==> config.mk <==
export PLATFORM = sky130hd
export DESIGN_NAME = mms_stats
export DESIGN_NICKNAME = d
export VERILOG_FILES = /design/src/core/mms_pkg.sv /design/src/core/mms_stats.sv
export SDC_FILE = /design/constraint.sdc
export NUM_CORES = 2
export LEC_CHECK = 0
export ABC_CLOCK_PERIOD_IN_PS = 55500
export BUFFER_PORTS_ARGS = -buffer_cell sky130_fd_sc_hd__buf_2
export CORE_ASPECT_RATIO = 1.75
export CORE_MARGIN = 5
export CORE_UTILIZATION = 40
export CTS_CLUSTER_DIAMETER = 80
export DETAILED_ROUTE_END_ITERATION = 10
export GPL_TIMING_DRIVEN = 1
export MAX_ROUTING_LAYER = met4
export REMOVE_ABC_BUFFERS = 1
export SLEW_MARGIN = 20
export SYNTH_ARGS = -nofsm -noshare
export SYNTH_HDL_FRONTEND = slang
export SYNTH_SLANG_ARGS = --single-unit
export TNS_END_PERCENT = 5
==> constraint.sdc <==
create_clock -name clk -period 55.5 [get_ports clk]
set_input_delay 11.1 -clock clk [delete_from_list [all_inputs] [get_ports clk]]
set_output_delay 11.1 -clock clk [all_outputs]
set_load 0.01 [all_outputs]
==> src/core/mms_pkg.sv <==
// Constants, index map and status carriers of the MAC statistics block.
// Assumes frame status arrives from MAC logic on the same clock.
//
// How it works
// - Good rx: error-free, 64 to max bytes
// - Length counts destination address through FCS
// - Bad rx: CRC, FIFO overflow or length field error, or length out of range
// - Error control character marks rx frame bad
// - Count good received unicast frames
// - Count good received multicast, pause excluded
// - Count good received broadcast frames
// - Count good tx unicast, multicast, broadcast separately
// - Count rx overflow, CRC, length, terminated errors
// - Count tx FIFO overflow or underflow frames
// - Count drops from persistent rx overflow
// - Sum received bytes, good and bad
// - Count every received frame
// - Count received frames under 64 bytes
// - Count frames longer than programmed maximum
// - Count frames exactly 64 bytes long
// - Histogram bins 65 up to 1518 bytes
// - Bin 1519 bytes up to programmed maximum
// - Count oversize frames with CRC error
// - Count undersize frames with CRC error
// - Clear command wipes counters, then self-clears
// - Lower word read caches upper word
package mms_pkg;

    // -------------------------------------------------------------------
    // Widths and length thresholds
    // -------------------------------------------------------------------
    localparam int          MMS_LEN_W     = 16;
    localparam int          MMS_SEL_W     = 5;
    localparam int          MMS_WORD_W    = 32;
    localparam int          MMS_NUM_CNT   = 22;
    localparam logic [15:0] MMS_MIN_LEN   = 16'h0040; // 64
    localparam logic [15:0] MMS_BIN_127   = 16'h007f;
    localparam logic [15:0] MMS_BIN_255   = 16'h00ff;
    localparam logic [15:0] MMS_BIN_511   = 16'h01ff;
    localparam logic [15:0] MMS_BIN_1023  = 16'h03ff;
    localparam logic [15:0] MMS_BIN_1518  = 16'h05ee;
    localparam logic [63:0] MMS_CNT_RST   = 64'h0;

    // -------------------------------------------------------------------
    // Counter index map on the read port
    // -------------------------------------------------------------------
    localparam logic [4:0] MMS_IDX_RX_UCAST  = 5'h00;
    localparam logic [4:0] MMS_IDX_RX_MCAST  = 5'h01;
    localparam logic [4:0] MMS_IDX_RX_BCAST  = 5'h02;
    localparam logic [4:0] MMS_IDX_TX_UCAST  = 5'h03;
    localparam logic [4:0] MMS_IDX_TX_MCAST  = 5'h04;
    localparam logic [4:0] MMS_IDX_TX_BCAST  = 5'h05;
    localparam logic [4:0] MMS_IDX_RX_ERR    = 5'h06;
    localparam logic [4:0] MMS_IDX_TX_ERR    = 5'h07;
    localparam logic [4:0] MMS_IDX_DROP      = 5'h08;
    localparam logic [4:0] MMS_IDX_OCTETS    = 5'h09;
    localparam logic [4:0] MMS_IDX_PKTS      = 5'h0a;
    localparam logic [4:0] MMS_IDX_UNDER     = 5'h0b;
    localparam logic [4:0] MMS_IDX_OVER      = 5'h0c;
    localparam logic [4:0] MMS_IDX_H64       = 5'h0d;
    localparam logic [4:0] MMS_IDX_H65       = 5'h0e;
    localparam logic [4:0] MMS_IDX_H128      = 5'h0f;
    localparam logic [4:0] MMS_IDX_H256      = 5'h10;
    localparam logic [4:0] MMS_IDX_H512      = 5'h11;
    localparam logic [4:0] MMS_IDX_H1024     = 5'h12;
    localparam logic [4:0] MMS_IDX_H1519     = 5'h13;
    localparam logic [4:0] MMS_IDX_JABBER    = 5'h14;
    localparam logic [4:0] MMS_IDX_FRAGMENT  = 5'h15;

    // -------------------------------------------------------------------
    // Status carriers
    // -------------------------------------------------------------------
    typedef struct packed {
        logic                 valid;    // One-cycle end-of-frame strobe
        logic [MMS_LEN_W-1:0] length;   // Destination address to FCS
        logic [47:0]          dest;     // Destination address
        logic                 crc_err;
        logic                 ctrl_err; // Error character inside frame
        logic                 fifo_ovf;
        logic                 len_err;  // Length field mismatch
        logic                 pause;    // Pause control frame
        logic                 drop;     // Independent drop-event strobe
    } mms_rx_stat_t;

    typedef struct packed {
        logic                 valid;
        logic [47:0]          dest;
        logic                 fifo_ovf;
        logic                 fifo_unf;
    } mms_tx_stat_t;

    typedef enum logic {
        MMS_CLR_IDLE,
        MMS_CLR_WALK
    } mms_clr_state_t;

endpackage

==> src/core/mms_stats.sv <==
// Statistics counters of the 10 Gb/s MAC with a word-wide read port.
// Assumes rx_stat, tx_stat and max_frame_len come from clk-domain logic.
`timescale 1ns/10ps
module mms_stats #(
    parameter int CNT_W = 64
) (
    // Clock and reset
    input  wire logic                               clk,
    input  wire logic                               nrst,
    // Frame status from the MAC paths
    input  wire mms_pkg::mms_rx_stat_t              rx_stat,
    input  wire mms_pkg::mms_tx_stat_t              tx_stat,
    input  wire logic [mms_pkg::MMS_LEN_W-1:0]      max_frame_len,
    // Clear command
    input  wire logic                               counter_clear_command,
    output logic                                    counter_clear_busy,
    // Counter read port
    input  wire logic                               rd_req,
    input  wire logic [mms_pkg::MMS_SEL_W-1:0]      rd_sel,
    input  wire logic                               rd_upper,
    output logic [mms_pkg::MMS_WORD_W-1:0]          rd_data,
    output logic                                    rd_valid
);
    import mms_pkg::*;

    // -------------------------------------------------------------------
    // Elaboration checks
    // -------------------------------------------------------------------
    generate
        if (CNT_W <= MMS_WORD_W || CNT_W > 2 * MMS_WORD_W)
        begin : g_bad_width
            $error("CNT_W must lie in 33 to 64");
        end
    endgenerate

    // -------------------------------------------------------------------
    // Reset release
    // -------------------------------------------------------------------
    logic rst_meta;
    logic rst_n;

    // Two-stage release of the asynchronous reset
    always_ff @(posedge clk or negedge nrst)
    begin
        if (!nrst)
        begin
            rst_meta <= 1'b0;
            rst_n    <= 1'b0;
        end
        else
        begin
            rst_meta <= 1'b1;
            rst_n    <= rst_meta;
        end
    end

    // -------------------------------------------------------------------
    // Frame classification
    // -------------------------------------------------------------------
    logic                   rx_bcast;
    logic                   rx_mcast;
    logic                   rx_ucast;
    logic                   tx_bcast;
    logic                   tx_mcast;
    logic                   rx_short;
    logic                   rx_long;
    logic                   rx_good;
    logic                   rx_bad_any;
    logic                   tx_good;
    logic [MMS_LEN_W-1:0]   len;
    logic [MMS_NUM_CNT-1:0] inc;

    // Address kind: first octet's low bit marks group addresses
    assign rx_bcast = &rx_stat.dest;
    assign rx_mcast = rx_stat.dest[40] & ~rx_bcast;
    assign rx_ucast = ~rx_stat.dest[40];
    assign tx_bcast = &tx_stat.dest;
    assign tx_mcast = tx_stat.dest[40] & ~tx_bcast;

    // Length already spans destination address to FCS inclusive
    assign len      = rx_stat.length;
    assign rx_short = len < MMS_MIN_LEN;
    assign rx_long  = len > max_frame_len;

    // Good only when clean and within the valid length window
    assign rx_good  = ~rx_stat.crc_err & ~rx_stat.ctrl_err
                    & ~rx_stat.fifo_ovf & ~rx_stat.len_err
                    & ~rx_short & ~rx_long;
    assign rx_bad_any = rx_stat.fifo_ovf | rx_stat.crc_err
                      | rx_stat.len_err | rx_short | rx_long
                      | rx_stat.ctrl_err;
    assign tx_good  = ~tx_stat.fifo_ovf & ~tx_stat.fifo_unf;

    // Increment requests, taken on the rx or tx end-of-frame strobe; drop on its own strobe
    always_comb
    begin
        inc = '0;
        if (rx_stat.valid)
        begin
            inc[MMS_IDX_RX_UCAST] = rx_good & rx_ucast;
            inc[MMS_IDX_RX_MCAST] = rx_good & rx_mcast
                                  & ~rx_stat.pause;
            inc[MMS_IDX_RX_BCAST] = rx_good & rx_bcast;
            inc[MMS_IDX_RX_ERR]   = rx_bad_any;
            inc[MMS_IDX_OCTETS]   = 1'b1;
            inc[MMS_IDX_PKTS]     = 1'b1;
            inc[MMS_IDX_UNDER]    = rx_short;
            inc[MMS_IDX_OVER]     = rx_long;
            inc[MMS_IDX_H64]      = len == MMS_MIN_LEN;
            inc[MMS_IDX_H65]      = len > MMS_MIN_LEN
                                  && len <= MMS_BIN_127;
            inc[MMS_IDX_H128]     = len > MMS_BIN_127
                                  && len <= MMS_BIN_255;
            inc[MMS_IDX_H256]     = len > MMS_BIN_255
                                  && len <= MMS_BIN_511;
            inc[MMS_IDX_H512]     = len > MMS_BIN_511
                                  && len <= MMS_BIN_1023;
            inc[MMS_IDX_H1024]    = len > MMS_BIN_1023
                                  && len <= MMS_BIN_1518;
            inc[MMS_IDX_H1519]    = len > MMS_BIN_1518
                                  && !rx_long;
            inc[MMS_IDX_JABBER]   = rx_long
                                  & rx_stat.crc_err;
            inc[MMS_IDX_FRAGMENT] = rx_short
                                  & rx_stat.crc_err;
        end
        if (tx_stat.valid)
        begin
            inc[MMS_IDX_TX_UCAST] = tx_good
                                  & ~tx_stat.dest[40];
            inc[MMS_IDX_TX_MCAST] = tx_good & tx_mcast;
            inc[MMS_IDX_TX_BCAST] = tx_good & tx_bcast;
            inc[MMS_IDX_TX_ERR]   = ~tx_good;
        end
        inc[MMS_IDX_DROP] = rx_stat.drop;
    end

    // -------------------------------------------------------------------
    // Clear sequencer
    // -------------------------------------------------------------------
    mms_clr_state_t         clr_state;
    mms_clr_state_t         next_clr_state;
    logic [MMS_SEL_W-1:0]   clr_idx;
    logic [MMS_SEL_W-1:0]   next_clr_idx;
    logic                   next_counter_clear_busy;

    // Walks every counter once; the busy flag drops after the last
    always_comb
    begin
        next_clr_state = clr_state;
        next_clr_idx   = clr_idx;
        case (clr_state)
            MMS_CLR_IDLE:
            begin
                next_clr_idx = '0;
                if (counter_clear_command)
                begin
                    next_clr_state = MMS_CLR_WALK;
                end
            end
            MMS_CLR_WALK:
            begin
                if (clr_idx == MMS_SEL_W'(MMS_NUM_CNT - 1))
                begin
                    next_clr_state = MMS_CLR_IDLE;
                    next_clr_idx   = '0;
                end
                else
                begin
                    next_clr_idx = clr_idx + 1'b1;
                end
            end
            default:
            begin
                next_clr_state = MMS_CLR_IDLE;
                next_clr_idx   = '0;
            end
        endcase
        next_counter_clear_busy = next_clr_state == MMS_CLR_WALK;
    end

    // Clear sequencer state
    always_ff @(posedge clk or negedge rst_n)
    begin
        if (!rst_n)
        begin
            clr_state          <= MMS_CLR_IDLE;
            clr_idx            <= '0;
            counter_clear_busy <= 1'b0;
        end
        else
        begin
            clr_state          <= next_clr_state;
            clr_idx            <= next_clr_idx;
            counter_clear_busy <= next_counter_clear_busy;
        end
    end

    // -------------------------------------------------------------------
    // Counter array
    // -------------------------------------------------------------------
    logic [CNT_W-1:0] cnt      [MMS_NUM_CNT];
    logic [CNT_W-1:0] next_cnt [MMS_NUM_CNT];
    logic [CNT_W-1:0] octet_step;

    assign octet_step = {{(CNT_W - MMS_LEN_W){1'b0}}, len};

    generate
        for (genvar i = 0; i < MMS_NUM_CNT; i++)
        begin : g_cnt
            logic [CNT_W-1:0] step;

            // Octet counter adds the frame length, others add one
            if (i == int'(MMS_IDX_OCTETS))
            begin : g_oct
                assign step = octet_step;
            end
            else
            begin : g_one
                assign step = {{(CNT_W - 1){1'b0}}, 1'b1};
            end

            // Clearing wins over a coincident increment
            always_comb
            begin
                if (clr_state == MMS_CLR_WALK
                    && clr_idx == MMS_SEL_W'(i))
                begin
                    next_cnt[i] = '0;
                end
                else if (inc[i])
                begin
                    next_cnt[i] = cnt[i] + step;
                end
                else
                begin
                    next_cnt[i] = cnt[i];
                end
            end

            // Counter storage
            always_ff @(posedge clk or negedge rst_n)
            begin
                if (!rst_n)
                begin
                    cnt[i] <= MMS_CNT_RST[CNT_W-1:0];
                end
                else
                begin
                    cnt[i] <= next_cnt[i];
                end
            end
        end
    endgenerate

    // -------------------------------------------------------------------
    // Read port with upper-word cache
    // -------------------------------------------------------------------
    logic [MMS_WORD_W-1:0] cache;
    logic [MMS_WORD_W-1:0] next_cache;
    logic                  cache_ok;
    logic                  next_cache_ok;
    logic [MMS_SEL_W-1:0]  cache_sel;
    logic [MMS_SEL_W-1:0]  next_cache_sel;
    logic [MMS_WORD_W-1:0] next_rd_data;
    logic                  next_rd_valid;

    // Lower read snapshots the upper word; a matching upper read uses it
    always_comb
    begin
        next_cache     = cache;
        next_cache_ok  = cache_ok;
        next_cache_sel = cache_sel;
        next_rd_data   = '0;
        next_rd_valid  = rd_req;
        if (rd_req && rd_sel < MMS_SEL_W'(MMS_NUM_CNT))
        begin
            if (!rd_upper)
            begin
                next_rd_data   = cnt[rd_sel][MMS_WORD_W-1:0];
                next_cache     = MMS_WORD_W'(cnt[rd_sel] >> MMS_WORD_W);
                next_cache_ok  = 1'b1;
                next_cache_sel = rd_sel;
            end
            else if (cache_ok && cache_sel == rd_sel)
            begin
                next_rd_data  = cache;
                next_cache_ok = 1'b0;
            end
            else
            begin
                next_rd_data  = MMS_WORD_W'(cnt[rd_sel] >> MMS_WORD_W);
                next_cache_ok = 1'b0;
            end
        end
        else if (rd_req)
        begin
            next_cache_ok = 1'b0;
        end
    end

    // Read port registers
    always_ff @(posedge clk or negedge rst_n)
    begin
        if (!rst_n)
        begin
            cache     <= '0;
            cache_ok  <= 1'b0;
            cache_sel <= '0;
            rd_data   <= '0;
            rd_valid  <= 1'b0;
        end
        else
        begin
            cache     <= next_cache;
            cache_ok  <= next_cache_ok;
            cache_sel <= next_cache_sel;
            rd_data   <= next_rd_data;
            rd_valid  <= next_rd_valid;
        end
    end

endmodule

# --- After elaboration in Yosys (flattened, before gate mapping) ---
# Cells that the tools add are included.
totals:
  reg_bits: 1487
  input_bits: 148
  elab_cells: 252
op_classes:
  addsub: 23
  order_cmp: 15
  eq_ne: 23
  muxes: 63
  n_bitwise: 39
  reduce_logical: 58
ops:
  columns: ["cell", "count"]
  rows:
  - ["$mux W64", 46]
  - ["$add A64 B1 Y64 const B", 21]
  - ["$bmux W64 S5", 1]
  - ["$mux W32", 3]
  - ["$reduce_and A48 Y1", 2]
  - ["$add A64 B16 Y64", 1]
  - ["$reduce_bool A2 Y1", 23]
  - ["$eq A5 B4 Y1 const B", 8]
  - ["$gt A16 B7 Y1 const B", 2]
  - ["$eq A5 B5 Y1 const B", 6]
  - ["$logic_and A1 B1 Y1", 30]
  - ["$eq A5 B3 Y1 const B", 4]
  - ["$and A1 B1 Y1", 17]
  - ["$eq A16 B7 Y1 const B", 1]
  - ["$gt A16 B10 Y1 const B", 1]
  - ["$gt A16 B11 Y1 const B", 1]
  - ["$gt A16 B16 Y1", 1]
  - ["$gt A16 B8 Y1 const B", 1]
  - ["$gt A16 B9 Y1 const B", 1]
  - ["$le A16 B10 Y1 const B", 1]
  - ["$le A16 B11 Y1 const B", 1]
  - ["$le A16 B7 Y1 const B", 1]
  - ["$le A16 B8 Y1 const B", 1]
  - ["$le A16 B9 Y1 const B", 1]
  - ["other kinds (19)", 46]

# --- Logic depth before layout (Yosys ltp) ---
depth:
  word_depth: 11
  ltp_mapped: 13
  mapped_depth_nobuf: 9

# --- Worst setup path after synthesis ---
# No wires, ideal clock.
synth_timing:
  path_type: "input-to-reg"
  from: "input max_frame_len[15] (netlist bit)"
  to: "register cnt[1304] (netlist bit)"
  t_arrival_ns: 13.841
  required_time_ns: 55.422
  path_slack_ns: 41.580
  cell_stages: 12
  cell_sequence: "inv_1 > ha_1 > nand4_1 > nor4_2 > and2_1 > a31oi_1 > clkbuf_1 > buf_2 > clkbuf_1 > nor4_1 > or3b_2 > a21oi_1"
synth_via:
  elab_chain_len: 7
synth_rtl:
  columns: ["element", "line_no", "source"]
  rows:
  - ["start: declaration", "mms_stats.sv:13", "input wire logic [mms_pkg::MMS_LEN_W-1:0] max_frame_len,"]
  - ["$gt A16 B16 Y1", "mms_stats.sv:83", "assign rx_long = len > max_frame_len;"]
  - ["$not A1 Y1", "mms_stats.sv:88", "& ~rx_short & ~rx_long;"]
  - ["$and A1 B1 Y1", "mms_stats.sv:88", null]
  - ["$and A1 B1 Y1", "mms_stats.sv:101", "inc[MMS_IDX_RX_MCAST] = rx_good & rx_mcast"]
  - ["$and A1 B1 Y1", "mms_stats.sv:102", "& ~rx_stat.pause;"]
  - ["$mux W3", "mms_stats.sv:98", "if (rx_stat.valid)"]
  - ["$reduce_bool A2 Y1 (no source line)", null, null]
  - ["end signal: indexed assignment", "mms_stats.sv:246", "cnt[i] <= MMS_CNT_RST[CNT_W-1:0];"]
  - ["end signal: indexed assignment", "mms_stats.sv:250", "cnt[i] <= next_cnt[i];"]
  - ["end: declaration", "mms_stats.sv:202", "logic [CNT_W-1:0] cnt [MMS_NUM_CNT];"]
# Every way passes these cells.
# A chain may end at the register's enable or synchronous reset.

# --- Final worst setup path ---
layout_timing:
  from: "input rx_stat[69] (netlist bit)"
  to: "register cnt[1229] (netlist bit)"
layout_via:
  elab_chain_len: 7
  elab_cells_between_ends: 9
  cone_classes: "order compare: 2; mux: 1; bitwise: 5; reduce/logical: 1"
layout_rtl:
  columns: ["element", "line_no", "source"]
  rows:
  - ["start: declaration", "mms_stats.sv:11", "input wire mms_pkg::mms_rx_stat_t rx_stat,"]
  - ["$lt A16 B7 Y1", "mms_stats.sv:82", "assign rx_short = len < MMS_MIN_LEN;"]
  - ["$not A1 Y1", "mms_stats.sv:88", null]
  - ["$and A1 B1 Y1", "mms_stats.sv:88", null]
  - ["$and A1 B1 Y1 *", "mms_stats.sv:88", null]
  - ["$and A1 B1 Y1 *", "mms_stats.sv:103", "inc[MMS_IDX_RX_BCAST] = rx_good & rx_bcast;"]
  - ["$mux W3 *", "mms_stats.sv:98", null]
  - ["$reduce_bool A2 Y1 (no source line) *", null, null]
# Mark *: on every way between the ends. The rest lies on a longest branch, timed or not.

==> results.sh <==
export IMPL_r2r_cells=5
export IMPL_slew_headroom_pct=20.11
export IMPL_initial_core_util_pct=40.24
export IMPL_grt_max_degree=152
export IMPL_die_h_um=630.5
export IMPL_routabilityCongestion=1.033
export IMPL_dieArea_um2=229900
export IMPL_portBuffers=181
export IMPL_run_status="finished, final reports clean"
export IMPL_synth_area_leaders="dfrtp_1, mux4_2, nor2_1"
export IMPL_postRouteAntennaNets=0
export IMPL_hold_class="reg2reg"
export IMPL_ys_seq_area_share_pct=42.28
export IMPL_area_delta_synth_final_pct=10.74
export IMPL_grt_usage_pct=31.39
export IMPL_finalWorstSetupSlack_ps=40670
export IMPL_power_mw=2.943
export IMPL_grt_ovfl_total=0
export IMPL_r2r_slack_ps=50190
export IMPL_synthArstFlopShare_pct=100.0
export IMPL_tns_ps=0
export IMPL_rows=227
export IMPL_placedCellCount=12090
export IMPL_max_cap_viol_count=0
export IMPL_synth_distinct_cells=88
export IMPL_clkTransAtPathRegs_ps=60
export IMPL_cts_setup_buffers=0
export IMPL_synthCells=9400
export IMPL_antenna_found_initial=29
export IMPL_drive_gt1_share_pct=10.86
export IMPL_start_kind="input pin"
export IMPL_dpl_hpwl_mm=271.0
export IMPL_ir_worst_vdd_mv=0.02479
export IMPL_r2r_end="cnt[1229]"
export IMPL_clk_path_buf_depth=4
export IMPL_worstReg2RegStart="rst_n"
export IMPL_grt_pass1_vias=75990
export IMPL_clock_fmax_mhz=67.43
export IMPL_hold_viol=0
export IMPL_finalSetupViolations=0
export IMPL_cts_sinks=1487
export IMPL_syn_area_um2=88010
export IMPL_nNetsFinal=9603
export IMPL_dp_slack_ps=40030
export IMPL_ys_ff_latch=1487
export IMPL_vias=77160
export IMPL_drt_iter0_markers=7607
export IMPL_clock_skew_final_ps=78.68
export IMPL_worstPathMaxFanout=23
export IMPL_yosysTopAreaCell="dfrtp_1"
export IMPL_rsz0062_at_grt="false"
export IMPL_min_period_ps=14830
export IMPL_post_drt_wl_per_cell_um=28.85
export IMPL_min_to="rst_n"
export IMPL_clock_latency_ps=860
export IMPL_core_area_um2=218700
export IMPL_min_from="rst_meta"
export IMPL_finalCritPeriodShare_pct=26.72
export IMPL_fp_dieW_um=364.6
export IMPL_numCtsBuffers=163
export IMPL_ioPinCount=182
export IMPL_synthDominantCellAreaShare_pct=42.28
export IMPL_h_tree_depth=4
export IMPL_synth_ff_type="dfrtp_1"
export IMPL_whs_path_depth=0
export IMPL_critPathKind="in2reg"
export IMPL_cts_tree="built"
export IMPL_grt_pass1_wl_mm=519.1
export IMPL_cp_data_required_time_ps=56260
export IMPL_fin_cells=12400
export IMPL_ys_warn_count=0
export IMPL_avgViaCountPerCell=6.224
export IMPL_leakagePower_nw=40.40
export IMPL_finalMaxSlewViolations=0
export IMPL_arrival_ps=15590
export IMPL_tightest_slew_ps=1188
export IMPL_syn_area_per_cell_um2=9.362
export IMPL_postCtsHoldBufs=0
export IMPL_cts_resized=0
export IMPL_drc_errors=0
export IMPL_cts_root_buf="clkbuf_16"
export IMPL_totalWireLength_mm=357.7
export IMPL_power_density_nw_per_um2=30.20
export IMPL_firstDrtPassIters=7
export IMPL_critPathCaptureType="register"
export IMPL_synth_edf_count=0
placed cells by master (no fill, tap or decap), types with 178 or more instances in the layout:
cell     synthesis  layout
nor3_1         225     221
nor2_1        1215    1205
mux4_2         343     343
dfrtp_1       1487    1486
inv_1          237     236
o21ai_0        356     354
nand2_1        932     932
or3_1          241     241
and3_1         281     272
xnor2_1        510     510
a21oi_1        430     429
buf_2           29     178
nand4_1        396     396
xor2_1         442     442
nand3_1        502     500
nor4_1         197     187
worst max-delay path by stage:
stage / slack [ps] / depth (start not counted) / startpoint / to
after floorplan: 10980 / 0 / rst_n / cache[0]
after global placement: 40120 / 10 / rx_stat[69] / cnt[1229]
after detailed placement: 40030 / 10 / rx_stat[69] / cnt[1229]
after CTS: 40870 / 10 / rx_stat[69] / cnt[1229]
after global routing: 40580 / 10 / rx_stat[69] / cnt[1229]
final: 40670 / 10 / rx_stat[69] / cnt[1229]
worst max-delay path, cell delays in order:
cell and delay (ps):
buf_2 220, ha_1 380, nand4_1 650, nor4_2 690, and2_1 270, a31o_2 140
buf_4 370, nand3_1 820, or4_1 780, nand2_1 80
per-layer routing:
layer | share of wire [%] | vias to the layer above | routed length (µm) | track usage (%)
met5 | 0 | - | 0 | -
met4 | 11 | 0 | 39770 | 27.74
met3 | 6.3 | 1074 | 22660 | 4.483
met2 | 48 | 3258 | 172300 | 50.91
met1 | 34 | 38920 | 123000 | 33.40
li1 | - | 33900 | - | -
synth_stat cells (27+ instances only):
| cell | instances |
|---|---|
| dfrtp_1 | 1487 |
| nor2_1 | 1215 |
| nand2_1 | 932 |
| xnor2_1 | 510 |
| nand3_1 | 502 |
| xor2_1 | 442 |
| a21oi_1 | 430 |
| nand4_1 | 396 |
| clkbuf_1 | 373 |
| o21ai_0 | 356 |
| mux4_2 | 343 |
| and3_1 | 281 |
| or3_1 | 241 |
| inv_1 | 237 |
| nor3_1 | 225 |
| nor4_1 | 197 |
| mux2i_1 | 163 |
| and4_1 | 135 |
| or4_1 | 133 |
| buf_1 | 84 |
| o211ai_1 | 77 |
| and2_1 | 69 |
| nand2b_1 | 59 |
| ha_1 | 58 |
| a211oi_1 | 45 |
| a21o_1 | 36 |
| o31ai_1 | 32 |
| buf_2 | 29 |
| a2111oi_0 | 27 |
logic make-up (layout without fill, tap and decap cells):
| family | Yosys count | count (layout) | share of synthesized area, % |
|---|---|---|---|
| flops | 1487 | 1487 | 42.28 |
| simple gates | 4495 | 4495 | 25.62 |
| xor+xnor | 952 | 952 | 9.474 |
| buf+inv | 727 | 835 | 3.153 |
| fa+ha+maj | 59 | 59 | 0.8474 |
| other cells | 1 | 28 | 0.004261 |
| compound gates | 1172 | 1172 | 7.970 |
| mux | 507 | 507 | 10.64 |
final cells by class:
class                   instances  area, µm²
fillers                     21070     121200
multi-input cells            7186      48320
flip-flops and latches       1487      37210
clock buffers                 243       4855
well taps                    2862       3581
repair buffers                320       2090
inverters                     238      895.9
clock inverters                34      427.9
diodes                         27      67.56
state kept, by name (all words and copies together), names as in the netlist:
name,flops
cache,32
clr_state,1
cache_sel,5
cache_ok,1
rst_n,1
cnt,1408
rd_valid,1
rd_data,32
clr_idx,5
rst_meta,1
per-stage QoR:
stage	hold WS, ps	util [%]	area [µm²]
finish	350.3	44.56	97450
global placement	335.2	42.07	92000
global route	368.0	44.56	97450
detailed placement	344.2	42.08	92030
floorplan	331.2	-	86120
CTS	360.6	44.49	97310
power breakdown:
part	switching (mW)	internal, mW
logic	0.354	0.172
clock network	0.479	0.648
registers	0.126	1.16
Power figures use the tool's default switching activity.
